[config.mk]
export PLATFORM = sky130hd
export DESIGN_NAME = afbl_core
export DESIGN_NICKNAME = d
export VERILOG_FILES = /design/src/rtl/afbl_ram.v /design/src/rtl/afbl_map.v /design/src/rtl/afbl_core.v
export VERILOG_INCLUDE_DIRS = /design/src /design/src/rtl
export SDC_FILE = /design/constraint.sdc
export NUM_CORES = 2
export LEC_CHECK = 0
export BUFFER_PORTS_ARGS = -buffer_cell sky130_fd_sc_hd__buf_4
export CAP_MARGIN = 0
export CORE_UTILIZATION = 45
export CTS_CLUSTER_DIAMETER = 150
export DETAILED_ROUTE_END_ITERATION = 8
export PLACE_DENSITY_LB_ADDON = 0.05
export SLEW_MARGIN = 20
export SYNTH_ARGS = -nofsm -noshare
export SYNTH_HDL_FRONTEND = slang
export SYNTH_SLANG_ARGS = --single-unit
[constraint.sdc]
create_clock -name clk_i -period 8 [get_ports clk_i]
set_input_delay 2.4 -clock clk_i [delete_from_list [all_inputs] [get_ports clk_i]]
set_output_delay 2.4 -clock clk_i [all_outputs]
set_load 0.03 [all_outputs]
[src/rtl/afbl_consts.vh]
// Constants for the flag register and data memory bank layout
`ifndef AFBL_CONSTS_VH
`define AFBL_CONSTS_VH
`define AFBL_FLAG_CARRY      0
`define AFBL_FLAG_NIBBLE     1
`define AFBL_FLAG_ZERO       2
`define AFBL_FLAG_SLEEP      3
`define AFBL_FLAG_TIMEOUT    4
`define AFBL_ARITH_MASK      8'h07
`define AFBL_CAUSE_RESET     2'h3
`define AFBL_BANK_OFS_BITS   7
`define AFBL_BANK_SEL_BITS   5
`define AFBL_ADDR_BITS       12
`define AFBL_CORE_LAST       7'h0B
`define AFBL_PERIPH_FIRST    7'h0C
`define AFBL_PERIPH_LAST     7'h1F
`define AFBL_RAM_FIRST       7'h20
`define AFBL_RAM_LAST        7'h6F
`define AFBL_COMMON_FIRST    7'h70
`define AFBL_FLAG_OFS        7'h03
`define AFBL_RAM_PER_BANK    8'h50
`define AFBL_RAM_BANKS       4
`define AFBL_RAM_WORDS       320
`define AFBL_RAM_ABITS       9
`define AFBL_COMMON_WORDS    16
`define AFBL_LINEAR_BASE     16'h2000
`define AFBL_LINEAR_TOP      16'h213F
`define AFBL_WB_FLAGS        4'h0
`define AFBL_WB_OP           4'h1
`define AFBL_WB_OPND         4'h2
`define AFBL_WB_RESULT       4'h3
`define AFBL_WB_MADDR        4'h4
`define AFBL_WB_MDATA        4'h5
`define AFBL_WB_FPTR         4'h6
`define AFBL_WB_LDATA        4'h7
`define AFBL_WB_EVENT        4'h8
`define AFBL_OP_NONE         4'h0
`define AFBL_OP_ADD          4'h1
`define AFBL_OP_SUB          4'h2
`define AFBL_OP_AND          4'h3
`define AFBL_OP_OR           4'h4
`define AFBL_OP_XOR          4'h5
`define AFBL_OP_RR           4'h6
`define AFBL_OP_RL           4'h7
`define AFBL_OP_CLEAR_FILE_INSTR         4'h8
`define AFBL_OP_MOVE         4'h9
`define AFBL_OP_SWAP         4'hA
`define AFBL_OP_BCLR         4'hB
`define AFBL_OP_BSET         4'hC
`define AFBL_EV_KICK         0
`define AFBL_EV_SLEEP        1
`define AFBL_EV_WDTO         2
`define AFBL_EV_POR          3
`endif

[src/rtl/afbl_ram.v]
// Single-port byte memory with registered read data
`default_nettype none
module afbl_ram #(
  parameter WORDS = 16,
  parameter ABITS = 4
) (
  input  wire             clk_i,
  input  wire             we_i,
  input  wire [ABITS-1:0] addr_i,
  input  wire [7:0]       wdata_i,
  output reg  [7:0]       rdata_o
);
  reg [7:0] mem [0:WORDS-1];

  always @(posedge clk_i) begin
    if (we_i) begin
      mem[addr_i] <= wdata_i;
    end
    rdata_o <= mem[addr_i];
  end
endmodule // afbl_ram
`default_nettype wire

[src/rtl/afbl_map.v]
// Data memory address decoder: banked and linear addresses to storage
`default_nettype none
`include "afbl_consts.vh"
module afbl_map (
  input  wire [15:0] addr_i,
  input  wire        linear_i,
  output reg         is_flags_o,
  output reg         is_core_o,
  output reg         is_periph_o,
  output reg         is_ram_o,
  output reg         is_common_o,
  output reg  [8:0]  ram_idx_o,
  output reg  [3:0]  common_idx_o
);
  reg [4:0]  bank;
  reg [6:0]  ofs;
  reg [15:0] lin;
  reg [8:0]  rel;

  always @* begin
    bank         = addr_i[11:7];
    ofs          = addr_i[6:0];
    lin          = addr_i - `AFBL_LINEAR_BASE;
    rel          = {2'h0, ofs} - {2'h0, `AFBL_RAM_FIRST};
    is_flags_o   = 1'b0;
    is_core_o    = 1'b0;
    is_periph_o  = 1'b0;
    is_ram_o     = 1'b0;
    is_common_o  = 1'b0;
    ram_idx_o    = 9'h000;
    common_idx_o = ofs[3:0];
    if (linear_i) begin
      // Linear window stitches the RAM of the four built banks end to end
      if (addr_i >= `AFBL_LINEAR_BASE && addr_i <= `AFBL_LINEAR_TOP) begin
        is_ram_o  = 1'b1;
        ram_idx_o = lin[8:0];
      end
    end else if (ofs <= `AFBL_CORE_LAST) begin
      is_core_o  = 1'b1;
      is_flags_o = (ofs == `AFBL_FLAG_OFS);
    end else if (ofs <= `AFBL_PERIPH_LAST) begin
      is_periph_o = 1'b1;
    end else if (ofs <= `AFBL_RAM_LAST) begin
      // Banks past the last implemented ones read as zero
      if (bank < `AFBL_RAM_BANKS) begin
        is_ram_o  = 1'b1;
        ram_idx_o = bank[2:0] * 9'h050 + rel;
      end
    end else begin
      is_common_o = 1'b1;
    end
  end
endmodule // afbl_map
`default_nettype wire

[src/rtl/afbl_core.v]
// Flag register, ALU flag logic and banked data memory behind Wishbone
//
// The Wishbone slave port and the address map were left to the implementer.
`default_nettype none
`include "afbl_consts.vh"
// Summary of operation
// RULE1 - Clear-file on flags gives 000u u1uu
// RULE2 - Flag bits 7 to 5 read zero
// RULE3 - Timeout flag: set by kick/sleep, cleared by timeout
// RULE4 - Sleep flag: set by kick, cleared by sleep
// RULE5 - Zero flag follows zero result
// RULE6 - Nibble carry from bit 3 on add/sub
// RULE7 - Carry from bit 7 on add/sub
// RULE8 - Subtract adds two's complement; carry means no-borrow
// RULE9 - Rotates load carry with shifted-out bit
// RULE10 - Software alters flags with flag-neutral instructions
// RULE11 - Power reset sets cause flags, clears arithmetic
// RULE12 - Peripheral regs at offsets 0Ch to 1Fh
// RULE13 - Up to 80 RAM bytes per bank
// RULE14 - RAM also reachable linearly by file pointer
// RULE15 - 16 common bytes shared across banks
// RULE16 - Flag-affecting writes to flags keep ALU flags
// RULE17 - 12-bit address: 5 bank, 7 offset bits
// RULE18 - Core regs in first 12 bytes of each bank
// RULE19 - Unaffected flags hold; update with the result
module afbl_core (
  input  wire        clk_i,
  input  wire        rst_i,
  input  wire        por_i,
  input  wire        cyc_i,
  input  wire        stb_i,
  input  wire        we_i,
  input  wire [5:2]  adr_i,
  input  wire [3:0]  sel_i,
  input  wire [31:0] dat_i,
  output reg  [31:0] dat_o,
  output reg         ack_o,
  output reg  [7:0]  flags_o
);
  localparam ST_IDLE = 3'b001;
  localparam ST_WAIT = 3'b010;
  localparam ST_DONE = 3'b100;

  reg  [2:0]  state;
  reg  [4:0]  flags;
  reg  [3:0]  op;
  reg  [7:0]  opnd;
  reg  [7:0]  result;
  reg  [2:0]  bit_sel;
  reg         dest_flags;
  reg  [15:0] maddr;
  reg  [15:0] fptr;
  reg  [7:0]  mem_wdata;
  reg         mem_linear;
  reg  [7:0]  next_result;
  reg  [4:0]  next_flags;
  reg  [8:0]  sum;
  reg  [4:0]  nib;
  reg  [7:0]  addend;
  reg         aff_z;
  reg         aff_cdc;
  reg  [31:0] rd_word;
  wire [7:0]  ram_rdata;
  wire [7:0]  com_rdata;
  wire        is_flags;
  wire        is_core;
  wire        is_periph;
  wire        is_ram;
  wire        is_common;
  wire [8:0]  ram_idx;
  wire [3:0]  com_idx;
  wire [15:0] map_addr;
  wire        hit;
  wire        exec;
  wire        mem_acc;
  wire [3:0]  ex_op;
  wire [2:0]  ex_bit;
  wire        ex_dest;
  wire        ex_sub;

  assign hit      = cyc_i && stb_i && (state == ST_IDLE);
  assign exec     = hit && we_i && sel_i[0] && (adr_i == `AFBL_WB_OP);
  assign mem_acc  = hit && sel_i[0] &&
                    ((adr_i == `AFBL_WB_MDATA) || (adr_i == `AFBL_WB_LDATA));
  // Execute from the incoming op word so flags and result land on the take edge
  assign ex_op    = dat_i[3:0];
  assign ex_bit   = dat_i[6:4];
  assign ex_dest  = dat_i[7];
  assign ex_sub   = (ex_op == `AFBL_OP_SUB);
  assign map_addr = (adr_i == `AFBL_WB_LDATA) ? fptr
                  : {4'h0, maddr[`AFBL_ADDR_BITS-1:0]}; // see RULE17

  afbl_map u_map (
    .addr_i       (map_addr),
    .linear_i     (adr_i == `AFBL_WB_LDATA), // see RULE14
    .is_flags_o   (is_flags),
    .is_core_o    (is_core),
    .is_periph_o  (is_periph),
    .is_ram_o     (is_ram),
    .is_common_o  (is_common),
    .ram_idx_o    (ram_idx),
    .common_idx_o (com_idx)
  );

  // Only four banks of RAM are built; higher banks read zero
  afbl_ram #(.WORDS(`AFBL_RAM_WORDS), .ABITS(`AFBL_RAM_ABITS)) u_gpr (
    .clk_i   (clk_i),
    .we_i    (mem_acc && we_i && is_ram), // see RULE13
    .addr_i  (ram_idx),
    .wdata_i (dat_i[7:0]),
    .rdata_o (ram_rdata)
  );

  afbl_ram #(.WORDS(`AFBL_COMMON_WORDS), .ABITS(4)) u_common (
    .clk_i   (clk_i),
    .we_i    (mem_acc && we_i && is_common), // see RULE15
    .addr_i  (com_idx),
    .wdata_i (dat_i[7:0]),
    .rdata_o (com_rdata)
  );

  // Flag computation for the instruction on the bus
  always @* begin
    next_flags  = flags;
    next_result = result;
    // Carry-in supplies the +1 of the complement, so a zero nibble or
    // byte in the subtrahend still reports no-borrow
    addend      = ex_sub ? ~opnd : opnd; // see RULE8
    sum         = {1'b0, result} + {1'b0, addend} + {8'h00, ex_sub};
    nib         = {1'b0, result[3:0]} + {1'b0, addend[3:0]} + {4'h0, ex_sub};
    aff_z   = 1'b0;
    aff_cdc = 1'b0;
    case (ex_op)
      `AFBL_OP_ADD, `AFBL_OP_SUB: begin
        next_result = sum[7:0];
        next_flags[`AFBL_FLAG_CARRY]  = sum[8]; // see RULE7
        next_flags[`AFBL_FLAG_NIBBLE] = nib[4]; // see RULE6
        aff_z   = 1'b1;
        aff_cdc = 1'b1;
      end
      `AFBL_OP_AND: begin
        next_result = result & opnd;
        aff_z = 1'b1;
      end
      `AFBL_OP_OR: begin
        next_result = result | opnd;
        aff_z = 1'b1;
      end
      `AFBL_OP_XOR: begin
        next_result = result ^ opnd;
        aff_z = 1'b1;
      end
      `AFBL_OP_RR: begin
        next_result = {flags[`AFBL_FLAG_CARRY], result[7:1]};
        next_flags[`AFBL_FLAG_CARRY] = result[0]; // see RULE9
        aff_cdc = 1'b1;
      end
      `AFBL_OP_RL: begin
        next_result = {result[6:0], flags[`AFBL_FLAG_CARRY]};
        next_flags[`AFBL_FLAG_CARRY] = result[7]; // see RULE9
        aff_cdc = 1'b1;
      end
      `AFBL_OP_CLEAR_FILE_INSTR: begin
        next_result = 8'h00;
        aff_z = 1'b1;
      end
      `AFBL_OP_MOVE: next_result = opnd;
      `AFBL_OP_SWAP: next_result = {result[3:0], result[7:4]};
      `AFBL_OP_BCLR: next_result = result & ~(8'h01 << ex_bit);
      `AFBL_OP_BSET: next_result = result | (8'h01 << ex_bit);
      default: next_result = result; // see RULE19
    endcase
    if (aff_z) begin
      next_flags[`AFBL_FLAG_ZERO] = (next_result == 8'h00); // see RULE5
    end
    // Result aimed at the flag register: any flag-affecting instruction
    // blocks the write of all three arithmetic bits
    if (ex_dest) begin
      if (!aff_z && !aff_cdc) begin
        next_flags[`AFBL_FLAG_ZERO]   = next_result[`AFBL_FLAG_ZERO]; // see RULE16
        next_flags[`AFBL_FLAG_NIBBLE] = next_result[`AFBL_FLAG_NIBBLE];
        next_flags[`AFBL_FLAG_CARRY]  = next_result[`AFBL_FLAG_CARRY];
      end
      // Cause bits never written; clear-file leaves 000u u1uu, see RULE1
      next_result = {3'h0, next_flags}; // see RULE2
    end
  end

  // Register word read mux; unmapped words read zero
  always @* begin
    rd_word = 32'h0000_0000;
    if (adr_i == `AFBL_WB_FLAGS) begin
      rd_word = {27'h0, flags}; // see RULE2
    end else if (adr_i == `AFBL_WB_OP) begin
      rd_word = {24'h0, dest_flags, bit_sel, op};
    end else if (adr_i == `AFBL_WB_OPND) begin
      rd_word = {24'h0, opnd};
    end else if (adr_i == `AFBL_WB_RESULT) begin
      rd_word = {24'h0, result};
    end else if (adr_i == `AFBL_WB_MADDR) begin
      rd_word = {16'h0, maddr};
    end else if (adr_i == `AFBL_WB_FPTR) begin
      rd_word = {16'h0, fptr};
    end
  end

  always @(posedge clk_i) begin
    if (rst_i) begin
      state      <= ST_IDLE;
      ack_o      <= 1'b0;
      dat_o      <= 32'h0000_0000;
      op         <= `AFBL_OP_NONE;
      opnd       <= 8'h00;
      result     <= 8'h00;
      bit_sel    <= 3'h0;
      dest_flags <= 1'b0;
      maddr      <= 16'h0000;
      fptr       <= 16'h0000;
      mem_linear <= 1'b0;
      mem_wdata  <= 8'h00;
    end else begin
      ack_o <= 1'b0;
      case (state)
        ST_IDLE: begin
          if (hit) begin
            if (mem_acc) begin
              // Memory read data arrives a cycle later from the RAM register
              state      <= ST_WAIT;
              mem_linear <= is_ram | is_common;
              mem_wdata  <= {is_periph, is_core, is_flags, 5'h00};
            end else begin
              state <= ST_DONE;
              ack_o <= 1'b1;
              dat_o <= rd_word;
              if (we_i && sel_i[0]) begin
                if (adr_i == `AFBL_WB_OP) begin
                  op         <= dat_i[3:0];
                  bit_sel    <= dat_i[6:4];
                  dest_flags <= dat_i[7];
                  result     <= next_result;
                end else if (adr_i == `AFBL_WB_OPND) begin
                  opnd <= dat_i[7:0];
                end else if (adr_i == `AFBL_WB_RESULT) begin
                  result <= dat_i[7:0];
                end else if (adr_i == `AFBL_WB_MADDR) begin
                  maddr <= {4'h0, dat_i[11:0]};
                end else if (adr_i == `AFBL_WB_FPTR) begin
                  fptr <= dat_i[15:0];
                end
              end
            end
          end
        end
        ST_WAIT: begin
          state <= ST_DONE;
          ack_o <= 1'b1;
          if (mem_wdata[5]) begin
            dat_o <= {27'h0, flags}; // see RULE18
          end else if (mem_linear) begin
            dat_o <= {24'h0, (is_common ? com_rdata : ram_rdata)};
          end else begin
            // Core and peripheral slots live outside this block, see RULE12
            dat_o <= 32'h0000_0000;
          end
        end
        default: begin
          state <= ST_IDLE;
        end
      endcase
    end
  end

  // Flags: power reset clears arithmetic bits, other resets keep them
  always @(posedge clk_i) begin
    if (rst_i && por_i) begin
      flags <= {`AFBL_CAUSE_RESET, 3'h0}; // see RULE11
    end else if (!rst_i) begin
      if (exec) begin
        flags <= next_flags; // see RULE19
      end else if (hit && we_i && sel_i[0] && adr_i == `AFBL_WB_EVENT) begin
        // Power reset outranks timeout, sleep and kick when several bits are set
        if (dat_i[`AFBL_EV_POR]) begin
          flags <= {`AFBL_CAUSE_RESET, 3'h0}; // see RULE11
        end else if (dat_i[`AFBL_EV_WDTO]) begin
          flags[`AFBL_FLAG_TIMEOUT] <= 1'b0; // see RULE3
        end else if (dat_i[`AFBL_EV_SLEEP]) begin
          flags[`AFBL_FLAG_TIMEOUT] <= 1'b1; // see RULE3
          flags[`AFBL_FLAG_SLEEP]   <= 1'b0; // see RULE4
        end else if (dat_i[`AFBL_EV_KICK]) begin
          flags[`AFBL_FLAG_TIMEOUT] <= 1'b1;
          flags[`AFBL_FLAG_SLEEP]   <= 1'b1; // see RULE4
        end
      end
    end
  end

  // Image lags the flags by a cycle; a power reset preloads it
  always @(posedge clk_i) begin
    if (rst_i && por_i) begin
      flags_o <= {3'h0, `AFBL_CAUSE_RESET, 3'h0};
    end else begin
      flags_o <= {3'h0, flags};
    end
  end
endmodule // afbl_core
`default_nettype wire

==> results by group <==
Logic synthesis
  – Post-synth EDFFs: between 2k and 3k
  – Syn. warnings: 0
  – Synth cell count leaders: 2,688 x edfxtp_1, 698 x mux2i_1, 615 x nand2_1, 459 x nor2_1, 347 x o22ai_1
  – Ys flop type: edfxtp_1
  – Mean cell area of the mapped netlist: ~17 sq um
  – Top-count cell post-synth: edfxtp_1
  – Post-synthesis cell area: roughly 110,000 sq um
  – Cell count after synthesis: between 6k and 7k
  – Area contributors post-synth: edfxtp_1 73%, mux2i_1 6.3%, mux4_2 4.9%
  – Yosys reg bits: 2,788
  – Ys async rst share: 0%
  – Synth top area share: 73.2%
  – Count of cell types in the netlist: 81
  – Area leader, netlist: edfxtp_1
  – Post-synthesis sequential area ratio: 75.1%

Critical path
  – Critical path class: primary input to flip-flop
  – Worst r2r src: fptr[15]$_SDFFE_PP0P_
  – Crit path DAT: between 7000 and 8000 ps
  – Worst EP required: 8520 ps
  – CP startpoint: adr_i[2]
  – CP Launch Type: primary input
  – Crit path capture type: flip-flop
  – CP Max Fanout: 25

Detailed routing
  – Pre-Repair DR Iteration Count: 6
  – DR iter-0 viols: between 6k and 7k
  – Drt drc: 0
  – Vias: between 60k and 70k
  – Vias per cell: roughly 6.0
  – ANT nets after route: 0
  – Total wire length: approximately 340,000 um
  – DR WL/cell: 32.5 um

Pwr
  – Pleak: 45.1 nW
  – PD cells: approximately 240 nW/um^2
  – Pwr Total: between 20 and 30 mW
  – Worst VDD drop: 0.228 mV

Timing
  – Slew @ Worst Pin: between 1000 and 1500 ps
  – Hold Fails Final Rpt: 0
  – TNS Setup: 0 ps
  – Max Clk Rate: roughly 150 MHz
  – RSZ-0062 raised after global routing: no
  – Fin Clk Skew: slightly above 60 ps
  – Final critical-path share of the clock period: between 80% and 90%
  – Final setup viols: 0
  – Minimum clock period: roughly 6600 ps
  – Slew margin rel.: under 10%
  – Slew Viols, Final: 0

Floorplan
  – Die ar.: about 250,000 sq um
  – Row count: about 180
  – Die span in y: a little under 500 um
  – Io pins: a little under 90
  – CORE AREA: between 200,000 and 250,000 sq um
  – Starting Density: 45.3%
  – Die X: between 400 and 500 um

Finish
  – Area Overhead vs Synth: 14.8%
  – Layout net count: slightly above 7k
  – Non-filler cells, final: 10.5k
  – Layout cell share with drive strength beyond 1: 16.6%

Outcome
  – Status: finished, final reports clean

Clock tree
  – Clk root buf: clkbuf_16
  – Clock slew at reported path FFs: ~60 ps
  – Inserted Clock Buffers: about 310
  – CTS sink cnt: 2,788
  – Gates resized, CTS repair: 0
  – H-Tree Depth: 5
  – Worst skew pair latency: roughly 930 ps
  – Hold_buf cts: 0
  – Setup Buffers After CTS: 0
  – Buffer depth of the longest clock path: 4
  – TritonCTS clock tree: yes

Global route
  – GRT met1 Usage: around two fifths
  – GR Overflow Total: 0
  – Largest net degree at the start of global routing: 175
  – Gr busiest metal: met2
  – Vias in the first global route: slightly above 60k
  – Global-route usage over all layers: between 20% and 30%
  – Met2 Use GR: roughly 43%
  – Initial antenna violation count: 9
  – First-pass GRT wire length: between 400,000 and 500,000 um
  – Met3 Use GR: between 3 and 4%

Placed design
  – Routability congestion estimate: 0.874
  – Hpwl dp: 214,000 um
  – Placed cells: ~9.9k
  – Port Buffers: 48

Job
  – Max Cap Viol: 0

Min path
  – Worst hold path class: flip-flop to flip-flop
  – Min-delay src: op[0]$_SDFFE_PP0P_
critical path, cell delays in order:
cell and delay [ps]:
buf_4 210, and4b_1 280, buf_4 210, or4_1 770
o21ai_1 180, buf_4 230, nand2_1 350, nor3_1 710
nand2_2 600, buf_4 440, nor2_1 690
state kept, by name, indices dropped and copies added, names as in the netlist, 4 cells and up:
name,cells
dat_o,16
flags,5
flags_o,5
fptr,16
maddr,12
op,4
opnd,8
result,8
u_common.mem,128
u_common.rdata_o,8
u_gpr.mem,2560
u_gpr.rdata_o,8
path summary, 6_finish.rpt:
kind,to,slack [ps],cells past startpoint
min reg2reg,op[0]$_SDFFE_PP0P_,460,2
min,op[0]$_SDFFE_PP0P_,460,2
max,u_gpr.mem[79][1]$_DFFE_PP_,1390,11
max reg2reg,u_gpr.rdata_o[7]$_DFF_P_,2780,12
kinds of logic (layout without fill, tap and decap cells):
kind of cell / Yosys count / in the layout / synth area share [%]
AO/OA/AOI/OAI: 1040 / 1040 / 5.93
XOR/XNOR: 24 / 24 / 0.191
adder cells (fa/ha/maj): 14 / 14 / 0.173
buffers and inverters: 462 / 1056 / 1.99
flip-flops: 2788 / 2788 / 75.1
multiplexers: 942 / 942 / 11.3
other: 1 / 24 / 0.00340
AND/OR/NAND/NOR: 1380 / 1380 / 5.39
through the flow:
stage               instance area [sq um]  hold WS, ps  worst slack, ps  util, %
global route                       126000          483             1360     52.0
finish                             127000          459             1390     52.0
global placement                   117000          442              675     48.1
detailed placement                 117000          449              632     48.1
floorplan                          110000          433             1200        -
CTS                                126000          458             1570     52.0
report_power, final:
part           internal, mW  leakage (nW)  switching [mW]
sequential             16.0          25.0         0.00341
clock                  7.90          4.61            5.63
combinational        0.0554          15.5           0.354
area by class of cell:
type                            count  area (sq um)
Sequential cell                  2788         82700
Inverter                           12          45.0
Tap cell                         3202          4010
Clock inverter                    137          1140
Fill cell                       19828        117000
Antenna cell                        5          12.5
Multi-Input combinational cell   3419         25700
Clock buffer                      394          8300
Timing Repair Buffer              513          4610
cell usage in the layout (no fill, tap or decap), types with 13 or more instances in the layout:
| master | n |
|---|---|
| or4_1 | 19 |
| buf_12 | 56 |
| mux2i_1 | 698 |
| and3_1 | 19 |
| nor4_1 | 93 |
| bufinv_16 | 19 |
| nor3_1 | 47 |
| buf_4 | 449 |
| mux4_2 | 238 |
| clkinv_2 | 38 |
| nand2_2 | 17 |
| nor2_1 | 455 |
| a21oi_1 | 324 |
| a31oi_1 | 13 |
| a211oi_1 | 17 |
| nand3_1 | 32 |
| nand4_1 | 15 |
| and2_1 | 17 |
| clkbuf_16 | 319 |
| a221oi_1 | 21 |
| conb_1 | 19 |
| edfxtp_1 | 2688 |
| nand2_1 | 598 |
| dfxtp_1 | 100 |
| clkbuf_1 | 71 |
| clkinv_1 | 68 |
| o21ai_0 | 74 |
| o22ai_1 | 344 |
| a22oi_1 | 89 |
| a22o_1 | 16 |
routing by layer:
metal  wire length (um)  vias up  share of wire [%]
li1                   -    27055                  -
met1             150000    33190                 44
met2             159000     2391                 47
met3              21900      476                6.4
met4              10300        4                3.0
met5                 26        -             0.0076
Power figures use the tool's default switching activity.
